===== src/hw/mbd_pkg.sv =====
// constants, word views and the decoded bundle for mbd_decoder
// assumes one core clock and 16-bit program memory words
package mbd_pkg;
	localparam int unsigned WORD_W = 16;
	localparam int unsigned FLAG_W = 5;
	typedef logic [WORD_W-1:0] mbd_word_t;
	typedef logic [11:0] mbd_ptr_t;
	typedef logic [19:0] mbd_addr_t;
	// top nibble groups
	localparam logic [3:0] NIB_ZERO = 4'h0;
	localparam logic [3:0] NIB_BIT_TOG = 4'h7;
	localparam logic [3:0] NIB_BIT_SET = 4'h8;
	localparam logic [3:0] NIB_BIT_CLR = 4'h9;
	localparam logic [3:0] NIB_SKIP_SET = 4'hA;
	localparam logic [3:0] NIB_SKIP_CLR = 4'hB;
	localparam logic [3:0] NIB_CTRL = 4'hE;
	localparam logic [3:0] NIB_OPERAND = 4'hF;
	// second nibble codes
	localparam logic [2:0] UP_CALL = 3'h6;
	localparam logic [3:0] MID_JUMP = 4'hF;
	localparam logic [3:0] MID_PTR = 4'hE;
	localparam logic [3:0] MID_ZERO = 4'h0;
	localparam logic [3:0] MID_BANK = 4'h1;
	localparam logic [3:0] MID_SUBL = 4'h8;
	localparam logic [3:0] MID_ORL = 4'h9;
	localparam logic [3:0] MID_XORL = 4'hA;
	localparam logic [3:0] MID_ANDL = 4'hB;
	localparam logic [3:0] MID_LRET = 4'hC;
	localparam logic [3:0] MID_MULL = 4'hD;
	localparam logic [3:0] MID_MOVL = 4'hE;
	localparam logic [3:0] MID_ADDL = 4'hF;
	// low byte codes under 0000 0000
	localparam logic [7:0] LO_SLEEP = 8'h03;
	localparam logic [7:0] LO_PUSH = 8'h05;
	localparam logic [7:0] LO_POP = 8'h06;
	localparam logic [6:0] LO_IRET = 7'h08;
	localparam logic [5:0] LO_TBL_RD = 6'h02;
	localparam logic [5:0] LO_TBL_WR = 6'h03;
	localparam logic [3:0] LO_BANK_HI = 4'h0;
	localparam logic [1:0] PTR_PAD = 2'h0;
	// branch condition groups
	localparam logic [1:0] CG_ZERO = 2'h0;
	localparam logic [1:0] CG_CARRY = 2'h1;
	localparam logic [1:0] CG_OVER = 2'h2;
	localparam logic [1:0] CG_NEG = 2'h3;
	// flag indices and masks
	localparam int unsigned FI_CARRY = 0;
	localparam int unsigned FI_ZERO = 2;
	localparam int unsigned FI_OVER = 3;
	localparam int unsigned FI_NEG = 4;
	localparam logic [4:0] MASK_ARITH = 5'h1F;
	localparam logic [4:0] MASK_LOGIC = 5'h14;
	localparam logic [1:0] CYC_ONE = 2'h1;
	localparam logic [1:0] CYC_TWO = 2'h2;
	localparam logic [1:0] CYC_THREE = 2'h3;
	localparam logic [1:0] SQ_NONE = 2'h0;
	localparam logic [1:0] SQ_ONE = 2'h1;
	localparam logic [1:0] SQ_TWO = 2'h2;
	// register port map
	localparam logic [2:0] A_CTRL = 3'h0;
	localparam logic [2:0] A_TMR = 3'h1;
	localparam logic [2:0] A_PLO = 3'h2;
	localparam logic [2:0] A_PHI = 3'h3;
	localparam logic [2:0] A_ILL = 3'h4;
	localparam logic [2:0] A_STATE = 3'h5;
	localparam int unsigned CTRL_PSA = 0;
	localparam int unsigned CTRL_PINS = 1;
	localparam logic [7:0] RST_CTRL = 8'h02;
	localparam logic [7:0] RST_TMR = 8'h00;
	localparam logic [7:0] RST_PLO = 8'h80;
	localparam logic [7:0] RST_PHI = 8'h84;
	typedef enum logic [4:0] {
		OP_NONE, OP_BIT_CLR, OP_BIT_SET, OP_BIT_TOG,
		OP_SKIP_CLR, OP_SKIP_SET, OP_BRANCH, OP_CALL,
		OP_JUMP, OP_POP, OP_PUSH, OP_IRQ_RET, OP_LIT_RET,
		OP_SLEEP, OP_PTR_LOAD, OP_BANK_LOAD, OP_LIT_ADD,
		OP_LIT_SUB, OP_LIT_AND, OP_LIT_OR, OP_LIT_XOR,
		OP_LIT_MOVE, OP_LIT_MUL, OP_TBL_READ, OP_TBL_WRITE
	} mbd_op_e;
	typedef struct packed {
		logic [3:0] hi;
		logic [3:0] mid;
		logic [7:0] lo;
	} mbd_word_s;
	typedef struct packed {
		logic [3:0] hi;
		logic [2:0] bitIdx;
		logic access;
		logic [7:0] addr;
	} mbd_bitw_s;
	typedef struct packed {
		logic [3:0] hi;
		logic [2:0] up;
		logic fast;
		logic [7:0] lo;
	} mbd_ctl_s;
	typedef struct packed {
		logic [3:0] hi;
		logic far;
		logic [1:0] grp;
		logic inv;
		logic [7:0] lo;
	} mbd_br_s;
	typedef struct packed {
		logic [1:0] pad;
		logic [1:0] sel;
		logic [3:0] lit;
	} mbd_ptrb_s;
	typedef struct packed {
		logic [5:0] head;
		logic [1:0] mode;
	} mbd_tail_s;
	typedef struct packed {
		logic [6:0] head;
		logic fast;
	} mbd_ret_s;
	typedef struct packed {
		mbd_op_e op;
		logic valid;
		logic squashed;
		logic illegal;
		logic [1:0] cycles;
		logic [4:0] flagMask;
		logic [2:0] bitIdx;
		logic access;
		logic [7:0] fileAddr;
		logic [7:0] literal;
		mbd_addr_t target;
		logic [1:0] ptrSel;
		mbd_ptr_t ptrValue;
		logic fast;
		logic [1:0] tblMode;
		logic skipTaken;
		logic branchTaken;
		logic irqReEnable;
		logic standby;
		logic tpStatusUpd;
		logic pinSource;
		logic prescalerClear;
	} mbd_dec_s;
endpackage : mbd_pkg


===== src/hw/mbd_decoder.sv =====
// decoder for bit, control, literal and table program words
// assumes fetch, flags and tested bit come from core-clock logic
//
// Contract
// - top nibble selects bit clear/set/toggle/test
// - bit test skip: 1, else 2 or 3
// - conditional branch: 1, taken 2 cycles
// - call spans two words, 2 cycles, fast
// - jump spans two words, 2 cycles
// - lone 1111 word is one-cycle nop
// - stack discard word, one cycle
// - stack push word, one cycle
// - interrupt return re-enables, fast restore, 2
// - literal return loads literal, 2 cycles
// - standby word updates timeout/powerdown status
// - pointer load two words, 12-bit literal
// - bank literal into low four bits
// - literal add/subtract set all five flags
// - literal and/or/xor set zero, negative
// - literal move/multiply touch no flags
// - table read with four pointer modes
// - table write with four pointer modes
// - port read-modify-write sources the pins
// - timer zero modify clears prescaler
`timescale 1ns/1ps
`default_nettype none
module mbd_decoder (
	input wire logic ref_clk,
	input wire logic rst_b,
	input wire logic fetchValid,
	input wire mbd_pkg::mbd_word_t fetchWord,
	input wire mbd_pkg::mbd_word_t nextWord,
	input wire logic [mbd_pkg::FLAG_W-1:0] flagsIn,
	input wire logic bitValue,
	input wire logic [2:0] regAddr,
	input wire logic [7:0] regWdata,
	input wire logic regWr,
	input wire logic regRd,
	output logic [7:0] regRdata,
	output var mbd_pkg::mbd_dec_s decOut
);

////////////////////////////////////////////////////////////////
// word views

mbd_pkg::mbd_word_s w;
mbd_pkg::mbd_bitw_s bw;
mbd_pkg::mbd_ctl_s cw;
mbd_pkg::mbd_br_s brw;
mbd_pkg::mbd_ptrb_s pb;
mbd_pkg::mbd_tail_s tl;
mbd_pkg::mbd_ret_s rt;
mbd_pkg::mbd_ptrb_s bk;

assign w = fetchWord;
assign bw = fetchWord;
assign cw = fetchWord;
assign brw = fetchWord;
assign pb = w.lo;
assign tl = w.lo;
assign rt = w.lo;
assign bk = w.lo;

// first word of a two-word instruction
function automatic logic firstOfTwo(
	input mbd_pkg::mbd_word_t x
);
	mbd_pkg::mbd_word_s xw;
	mbd_pkg::mbd_ctl_s xc;
	xw = x;
	xc = x;
	firstOfTwo = (xw.hi == mbd_pkg::NIB_CTRL) &&
		((xc.up == mbd_pkg::UP_CALL) ||
		(xw.mid == mbd_pkg::MID_JUMP) ||
		(xw.mid == mbd_pkg::MID_PTR));
endfunction : firstOfTwo

////////////////////////////////////////////////////////////////
// register port state

logic [7:0] ctrl_r;
logic [7:0] ctrl_nxt;
logic [7:0] tmrAddr_r;
logic [7:0] tmrAddr_nxt;
logic [7:0] portLo_r;
logic [7:0] portLo_nxt;
logic [7:0] portHi_r;
logic [7:0] portHi_nxt;
logic [7:0] illCnt_r;
logic [7:0] illCnt_nxt;
logic [7:0] rdata_r;
logic [7:0] rdata_nxt;

////////////////////////////////////////////////////////////////
// decode state

mbd_pkg::mbd_dec_s dec_r;
mbd_pkg::mbd_dec_s dec_nxt;
mbd_pkg::mbd_dec_s held_r;
mbd_pkg::mbd_dec_s held_nxt;
logic pend_r;
logic pend_nxt;
logic [1:0] squash_r;
logic [1:0] squash_nxt;
logic illEvt;
logic condFlag;
logic inPort;
logic onTimer;

always_comb begin
	case (brw.grp)
		mbd_pkg::CG_ZERO: condFlag = flagsIn[mbd_pkg::FI_ZERO];
		mbd_pkg::CG_CARRY: condFlag = flagsIn[mbd_pkg::FI_CARRY];
		mbd_pkg::CG_OVER: condFlag = flagsIn[mbd_pkg::FI_OVER];
		default: condFlag = flagsIn[mbd_pkg::FI_NEG];
	endcase
	// only the access bank reaches the special registers
	inPort = !bw.access && ctrl_r[mbd_pkg::CTRL_PINS] &&
		(bw.addr >= portLo_r) && (bw.addr <= portHi_r);
	onTimer = !bw.access && ctrl_r[mbd_pkg::CTRL_PSA] &&
		(bw.addr == tmrAddr_r);
end

always_comb begin
	dec_nxt = '0;
	held_nxt = held_r;
	pend_nxt = pend_r;
	squash_nxt = squash_r;
	illEvt = 1'b0;
	if (fetchValid) begin
		dec_nxt.valid = 1'b1;
		dec_nxt.cycles = mbd_pkg::CYC_ONE;
		if (squash_r != mbd_pkg::SQ_NONE) begin
			dec_nxt.squashed = 1'b1;
			squash_nxt = squash_r - mbd_pkg::SQ_ONE;
		end else if (pend_r) begin
			dec_nxt = held_r;
			dec_nxt.valid = 1'b1;
			pend_nxt = 1'b0;
			if (w.hi != mbd_pkg::NIB_OPERAND) begin
				// missing operand: held op reported bad
				dec_nxt.illegal = 1'b1;
				illEvt = 1'b1;
			end else if (held_r.op == mbd_pkg::OP_PTR_LOAD) begin
				dec_nxt.ptrValue = held_r.ptrValue |
					mbd_pkg::mbd_ptr_t'(w.lo);
				if (w.mid != mbd_pkg::MID_ZERO) begin
					dec_nxt.illegal = 1'b1;
					illEvt = 1'b1;
				end
			end else begin
				dec_nxt.target = {w.mid, w.lo, held_r.literal};
				squash_nxt = mbd_pkg::SQ_ONE;
			end
		end else begin
			case (w.hi)
				mbd_pkg::NIB_BIT_CLR,
				mbd_pkg::NIB_BIT_SET,
				mbd_pkg::NIB_BIT_TOG: begin
					dec_nxt.bitIdx = bw.bitIdx;
					dec_nxt.access = bw.access;
					dec_nxt.fileAddr = bw.addr;
					if (w.hi == mbd_pkg::NIB_BIT_CLR) begin
						dec_nxt.op = mbd_pkg::OP_BIT_CLR;
					end else if (w.hi == mbd_pkg::NIB_BIT_SET) begin
						dec_nxt.op = mbd_pkg::OP_BIT_SET;
					end else begin
						dec_nxt.op = mbd_pkg::OP_BIT_TOG;
					end
					dec_nxt.pinSource = inPort;
					dec_nxt.prescalerClear = onTimer;
				end
				mbd_pkg::NIB_SKIP_CLR,
				mbd_pkg::NIB_SKIP_SET: begin
					dec_nxt.bitIdx = bw.bitIdx;
					dec_nxt.access = bw.access;
					dec_nxt.fileAddr = bw.addr;
					if (w.hi == mbd_pkg::NIB_SKIP_CLR) begin
						dec_nxt.op = mbd_pkg::OP_SKIP_CLR;
						dec_nxt.skipTaken = !bitValue;
					end else begin
						dec_nxt.op = mbd_pkg::OP_SKIP_SET;
						dec_nxt.skipTaken = bitValue;
					end
					if (dec_nxt.skipTaken) begin
						if (firstOfTwo(nextWord)) begin
							dec_nxt.cycles = mbd_pkg::CYC_THREE;
							squash_nxt = mbd_pkg::SQ_TWO;
						end else begin
							dec_nxt.cycles = mbd_pkg::CYC_TWO;
							squash_nxt = mbd_pkg::SQ_ONE;
						end
					end
				end
				mbd_pkg::NIB_CTRL: begin
					dec_nxt.literal = w.lo;
					if (!brw.far) begin
						dec_nxt.op = mbd_pkg::OP_BRANCH;
						dec_nxt.branchTaken = condFlag ^ brw.inv;
						if (dec_nxt.branchTaken) begin
							dec_nxt.cycles = mbd_pkg::CYC_TWO;
							squash_nxt = mbd_pkg::SQ_ONE;
						end
					end else if (cw.up == mbd_pkg::UP_CALL) begin
						dec_nxt.op = mbd_pkg::OP_CALL;
						dec_nxt.fast = cw.fast;
					end else if (w.mid == mbd_pkg::MID_JUMP) begin
						dec_nxt.op = mbd_pkg::OP_JUMP;
					end else if (w.mid == mbd_pkg::MID_PTR &&
						pb.pad == mbd_pkg::PTR_PAD) begin
						dec_nxt.op = mbd_pkg::OP_PTR_LOAD;
						dec_nxt.ptrSel = pb.sel;
						dec_nxt.ptrValue = {pb.lit, 8'h00};
					end else begin
						dec_nxt.illegal = 1'b1;
						illEvt = 1'b1;
					end
					if (firstOfTwo(fetchWord) &&
						!dec_nxt.illegal) begin
						// nothing issues until operand word
						held_nxt = dec_nxt;
						held_nxt.valid = 1'b0;
						held_nxt.cycles = mbd_pkg::CYC_TWO;
						pend_nxt = 1'b1;
						// idle bundle stays all zero
						dec_nxt = '0;
					end
				end
				mbd_pkg::NIB_OPERAND: begin
					dec_nxt.op = mbd_pkg::OP_NONE;
				end
				mbd_pkg::NIB_ZERO: begin
					dec_nxt.literal = w.lo;
					case (w.mid)
						mbd_pkg::MID_ZERO: begin
							if (w.lo == mbd_pkg::LO_POP) begin
								dec_nxt.op = mbd_pkg::OP_POP;
							end else if (w.lo == mbd_pkg::LO_PUSH) begin
								dec_nxt.op = mbd_pkg::OP_PUSH;
							end else if (w.lo == mbd_pkg::LO_SLEEP) begin
								dec_nxt.op = mbd_pkg::OP_SLEEP;
								dec_nxt.standby = 1'b1;
								dec_nxt.tpStatusUpd = 1'b1;
							end else if (rt.head == mbd_pkg::LO_IRET) begin
								dec_nxt.op = mbd_pkg::OP_IRQ_RET;
								dec_nxt.fast = rt.fast;
								dec_nxt.irqReEnable = 1'b1;
								dec_nxt.cycles = mbd_pkg::CYC_TWO;
								squash_nxt = mbd_pkg::SQ_ONE;
							end else if (tl.head == mbd_pkg::LO_TBL_RD) begin
								dec_nxt.op = mbd_pkg::OP_TBL_READ;
								dec_nxt.tblMode = tl.mode;
								dec_nxt.cycles = mbd_pkg::CYC_TWO;
							end else if (tl.head == mbd_pkg::LO_TBL_WR) begin
								dec_nxt.op = mbd_pkg::OP_TBL_WRITE;
								dec_nxt.tblMode = tl.mode;
								dec_nxt.cycles = mbd_pkg::CYC_TWO;
							end else begin
								dec_nxt.illegal = 1'b1;
								illEvt = 1'b1;
							end
						end
						mbd_pkg::MID_BANK: begin
							if (bk.pad == mbd_pkg::PTR_PAD &&
								bk.sel == mbd_pkg::PTR_PAD) begin
								dec_nxt.op = mbd_pkg::OP_BANK_LOAD;
								dec_nxt.literal = {mbd_pkg::LO_BANK_HI,
									bk.lit};
							end else begin
								dec_nxt.illegal = 1'b1;
								illEvt = 1'b1;
							end
						end
						mbd_pkg::MID_ADDL: begin
							dec_nxt.op = mbd_pkg::OP_LIT_ADD;
							dec_nxt.flagMask = mbd_pkg::MASK_ARITH;
						end
						mbd_pkg::MID_SUBL: begin
							dec_nxt.op = mbd_pkg::OP_LIT_SUB;
							dec_nxt.flagMask = mbd_pkg::MASK_ARITH;
						end
						mbd_pkg::MID_ANDL: begin
							dec_nxt.op = mbd_pkg::OP_LIT_AND;
							dec_nxt.flagMask = mbd_pkg::MASK_LOGIC;
						end
						mbd_pkg::MID_ORL: begin
							dec_nxt.op = mbd_pkg::OP_LIT_OR;
							dec_nxt.flagMask = mbd_pkg::MASK_LOGIC;
						end
						mbd_pkg::MID_XORL: begin
							dec_nxt.op = mbd_pkg::OP_LIT_XOR;
							dec_nxt.flagMask = mbd_pkg::MASK_LOGIC;
						end
						mbd_pkg::MID_MOVL: begin
							dec_nxt.op = mbd_pkg::OP_LIT_MOVE;
						end
						mbd_pkg::MID_MULL: begin
							dec_nxt.op = mbd_pkg::OP_LIT_MUL;
						end
						mbd_pkg::MID_LRET: begin
							dec_nxt.op = mbd_pkg::OP_LIT_RET;
							dec_nxt.cycles = mbd_pkg::CYC_TWO;
							squash_nxt = mbd_pkg::SQ_ONE;
						end
						default: begin
							dec_nxt.illegal = 1'b1;
							illEvt = 1'b1;
						end
					endcase
				end
				default: begin
					dec_nxt.illegal = 1'b1;
					illEvt = 1'b1;
				end
			endcase
		end
	end
end

always_ff @(posedge ref_clk) begin
	if (!rst_b) begin
		dec_r <= '0;
		held_r <= '0;
		pend_r <= 1'b0;
		squash_r <= mbd_pkg::SQ_NONE;
	end else begin
		dec_r <= dec_nxt;
		held_r <= held_nxt;
		pend_r <= pend_nxt;
		squash_r <= squash_nxt;
	end
end

////////////////////////////////////////////////////////////////
// register port

always_comb begin
	ctrl_nxt = ctrl_r;
	tmrAddr_nxt = tmrAddr_r;
	portLo_nxt = portLo_r;
	portHi_nxt = portHi_r;
	illCnt_nxt = illCnt_r;
	rdata_nxt = '0;
	if (regWr) begin
		case (regAddr)
			mbd_pkg::A_CTRL: ctrl_nxt = regWdata;
			mbd_pkg::A_TMR: tmrAddr_nxt = regWdata;
			mbd_pkg::A_PLO: portLo_nxt = regWdata;
			mbd_pkg::A_PHI: portHi_nxt = regWdata;
			mbd_pkg::A_ILL: illCnt_nxt = '0;
			default: ;
		endcase
	end
	// a new event wins over a same-cycle clear; saturates
	if (illEvt && (illCnt_nxt != 8'hFF)) begin
		illCnt_nxt = illCnt_nxt + 8'h01;
	end
	if (regRd) begin
		case (regAddr)
			mbd_pkg::A_CTRL: rdata_nxt = ctrl_r;
			mbd_pkg::A_TMR: rdata_nxt = tmrAddr_r;
			mbd_pkg::A_PLO: rdata_nxt = portLo_r;
			mbd_pkg::A_PHI: rdata_nxt = portHi_r;
			mbd_pkg::A_ILL: rdata_nxt = illCnt_r;
			mbd_pkg::A_STATE: rdata_nxt = 8'({pend_r, squash_r});
			default: rdata_nxt = '0;
		endcase
	end
end

always_ff @(posedge ref_clk) begin
	if (!rst_b) begin
		ctrl_r <= mbd_pkg::RST_CTRL;
		tmrAddr_r <= mbd_pkg::RST_TMR;
		portLo_r <= mbd_pkg::RST_PLO;
		portHi_r <= mbd_pkg::RST_PHI;
		illCnt_r <= '0;
		rdata_r <= '0;
	end else begin
		ctrl_r <= ctrl_nxt;
		tmrAddr_r <= tmrAddr_nxt;
		portLo_r <= portLo_nxt;
		portHi_r <= portHi_nxt;
		illCnt_r <= illCnt_nxt;
		rdata_r <= rdata_nxt;
	end
end

assign regRdata = rdata_r;
assign decOut = dec_r;

endmodule : mbd_decoder
`default_nettype wire


===== config.mk =====
export PLATFORM = sky130hd
export DESIGN_NAME = mbd_decoder
export DESIGN_NICKNAME = d
export VERILOG_FILES = /design/src/hw/mbd_pkg.sv /design/src/hw/mbd_decoder.sv
export SDC_FILE = /design/constraint.sdc
export NUM_CORES = 1
export LEC_CHECK = 0
export CAP_MARGIN = 20
export CORE_MARGIN = 3
export CORE_UTILIZATION = 52
export DETAILED_ROUTE_END_ITERATION = 6
export DONT_BUFFER_PORTS = 1
export PLACE_DENSITY_LB_ADDON = 0.1
export SYNTH_ARGS = -nofsm -noshare
export SYNTH_HDL_FRONTEND = slang
export SYNTH_SLANG_ARGS = --single-unit

===== constraint.sdc =====
create_clock -name ref_clk -period 3 [get_ports ref_clk]
set_clock_uncertainty 0.1 [all_clocks]
set_input_delay 0.15 -clock ref_clk [delete_from_list [all_inputs] [get_ports ref_clk]]
set_output_delay 0.15 -clock ref_clk [all_outputs]
set_load 0.005 [all_outputs]

==> run_results.csv <==
group,metric,value,unit
clock_network,cts-root-buf,"clkbuf_16",
setup_path,r2r_cells,8,
clock_network,cts_sinks,147,
clock_network,cts_tree,"built",
synth,muxShareOfSynthArea,2.57,%
finish,drive_gt1_share,6.82,%
status,status,"finished clean",
synth,yosys.area_share.simple,25.2,%
synth,ys.flop_type,"dfxtp_1",
power,p_leak,2.84,nW
synth,yosysTopAreaCellShare,44.2,%
timing,final.min_clock_period,2800,ps
floorplan,die_area,14200,um2
setup_path,crit_fanout,8,
synth,synth_top_area_cell,"dfxtp_1",
finish,post-route-util,62.9,%
finish,fin_cells,975,
setup_path,r2r-end,"decOut[3]",
synth,synth_top_family_by_area,"simple AND/OR/NAND/NOR gates",
clock_network,htree_levels,4,
synth,async_reset_ff_share,0,%
global_routing,grt_overflow,0,
synth,synth_cells,785,
timing,tns,0,ps
synth,avgSynthCellArea,8.48,um2
finish,diodes,0,
timing,drv_slew,0,
drt,first_pass_iters,5,
synth,yosysSeqAreaShare,44.2,%
worst_hold_path,hp-class,"in -> reg",
setup_path,cp-start-kind,"input port",
synth,synthXorXnorAreaFrac,1.71,%
setup_path,cp_data_arrival_time,3070,ps
floorplan,fp.dieW,119,um
synth,yosys_warnings,0,
timing,setup_viol,0,
power,peakVddDrop,0.367,mV
synth,synth_area_leaders,"dfxtp_1 (44%), nand2_1 (7.3%), a21boi_0 (5.1%)",
clock_network,cts_buffers,17,
drt,drtIter0Drc,381,
global_routing,grt_max_degree,72,
drt,routedWlPerCell,19.0,um
timing,finalCritPeriodShare,93.5,%
drt,vias_per_cell,5.94,
floorplan,ios,141,
synth,synthesis.area,6660,um2
floorplan,die_h,119,um
synth,synth_seq_cells,147,
floorplan,coreArea,12300,um2
synth,synth_cell_types,64,
synth,synth_compound_area_share,17.9,%
job,max-cap-violations,0,
synth,syn-num-nets,856,
place,dp_slack,631,ps
global_routing,grt_pass1_vias,5569,
synth,synth_enable_flop_cells,0,
place,hpwl,12.1,mm
clock_network,post-cts-setup-buffers,0,
timing,fmax,357,MHz
timing,rsz0062_at_grt,"false",
timing,slew_headroom,35.9,%
setup_path,r2r_start,"squash_r[0]",
setup_path,r2r_setup_slack,430,ps
clock_network,cts_max_path_buffers,2,
timing,hold_viol,0,
setup_path,critPathKind,"in -> reg",
setup_path,end_kind,"flop",
clock_network,clock_latency,430,ps
power,power_density,575,nW/um2
drt,drc,0,
synth,synth-adder-area-share,3.19,%
worst_hold_path,min-delay-start,"regAddr[2]",
finish,syn_to_final_growth,15.9,%
setup_path,crit_required,3260,ps
worst_hold_path,hold_path_end,"regRdata[6]",
drt,routed_wirelength,18.5,mm
place,gp_congestion,0.928,
clock_network,clkTransAtPathRegs,70,ps
global_routing,antenna_found_initial,0,
place,dp_cells,900,
finish,nets,865,
floorplan,initial_utilization,54.3,%
floorplan,rows,40,
timing,fin_ws,196,ps
drt,ant_nets,0,
drt,dr_total_vias,5793,
worst_hold_path,min_path_cells,4,
timing,tightest_slew,953,ps
global_routing,grt.total_usage,25.9,%
place,port_buffers,0,
global_routing,grt_pass1_wl,29.2,mm
-- registers in the layout, indices dropped and copies added (netlist names) --
register and count:
regRdata 8, portHi_r 8, ctrl_r 8, held_r 21
pend_r 1, tmrAddr_r 8, decOut 75, illCnt_r 8
portLo_r 8, squash_r 2
-- cell families (layout without fill, tap and decap cells) --
family / count (synthesis) / in the layout
AOI/OAI and AO/OA: 170 / 170
muxes: 12 / 12
DFF: 147 / 147
adders and majority gates: 17 / 17
xor gates and xnor gates: 13 / 13
and+or+nand+nor: 342 / 342
buffers and inverters: 84 / 106
-- layer usage --
| metal | vias up | routed length [um] | track usage [%] |
|---|---|---|---|
| met5 | - | 0 | 0 |
| met4 | 0 | 593 | 10.7 |
| met3 | 61 | 1370 | 6.84 |
| met1 | 2710 | 7460 | 31.2 |
| met2 | 282 | 9100 | 43.9 |
| li1 | 2740 | - | - |
-- critical path: stages --
cell and delay [ps]:
dlygate4sd3_1 740, nor4_1 590, nand3_1 130, dlygate4sd3_1 590
a221oi_1 260, dlygate4sd3_1 600
-- metrics by stage --
stage	total power [W]	hold slack, ps	instance area, um2
finish	0.00444	19.2	7720
global route	0.00458	11.6	7720
CTS	0.00445	1.50	7710
detailed placement	0.00225	137	6660
global placement	0.00225	135	6660
floorplan	0.00226	174	6660
-- where the power goes --
group | internal (W) | switching [W]
Sequential | 0.00198 | 0.0000168
Clock | 0.00121 | 0.000922
Combinational | 0.000137 | 0.000181
-- worst max-delay path by stage --
stage                       startpoint          end  slack (ps)  depth (start not counted)
after floorplan             regAddr[0]  illCnt_r[5]         860                         10
after global placement    fetchWord[7]  illCnt_r[5]         660                          6
after detailed placement  fetchWord[7]  illCnt_r[5]         630                          6
after CTS                 fetchWord[8]   decOut[78]          70                          7
after global routing      fetchWord[7]   decOut[78]          40                          6
final                     fetchWord[7]   decOut[78]         200                          6
-- repair_timing --
action,CTS,global route
gates resized for setup,0,2
hold buffers,43,0
endpoints found under the hold margin,130,0
endpoints found under the setup margin,0,1
-- Yosys cell counts (4+ instances only) --
cell,n
a211oi_1,5
o31ai_1,6
nand4_1,5
and3_1,9
inv_1,24
dfxtp_1,147
a22oi_1,16
o22a_1,4
a21boi_0,45
clkbuf_1,51
xnor2_1,8
nor2b_1,13
xor2_1,5
a21oi_1,25
nor4_1,10
o21a_1,7
nor3_1,15
or4_1,4
buf_4,4
nor2_1,57
o21ai_0,24
mux2i_1,7
mux4_2,4
nand2_1,130
and2_1,49
nand3_1,24
ha_1,17
nand2b_1,4
o211ai_1,5
-- layout make-up --
cell class                 count  area, um2
fill                        1066       4540
multi-input combinational    554       3370
sequential                   147       2940
timing repair buffer          50        503
clock buffer                  18        439
tap                          168        210
clock inverter                14        161
inverter                      24       90.1
-- placed cells by master, fill, tap and decap left out, drive strengths merged, types with 4 or more instances in the layout --
cell	synthesis	routed
nand2	130	130
a22oi	16	16
a211oi	5	5
a21boi	45	45
xor2	5	5
nor3	15	15
o21ai	25	25
xnor2	8	8
o21a	7	7
o22a	4	4
mux4	4	4
o211ai	5	5
buf	9	8
and2	49	49
dfxtp	147	147
clkbuf	51	18
and3	9	9
nand2b	4	4
nand3	24	24
nor4	10	10
inv	24	33
nor2	57	57
or4	5	5
nor2b	13	13
a21oi	25	25
o31ai	6	6
mux2i	7	7
ha	17	17
dlygate4sd3	0	41
nand4	5	5
(Power assumes the default switching activity.)
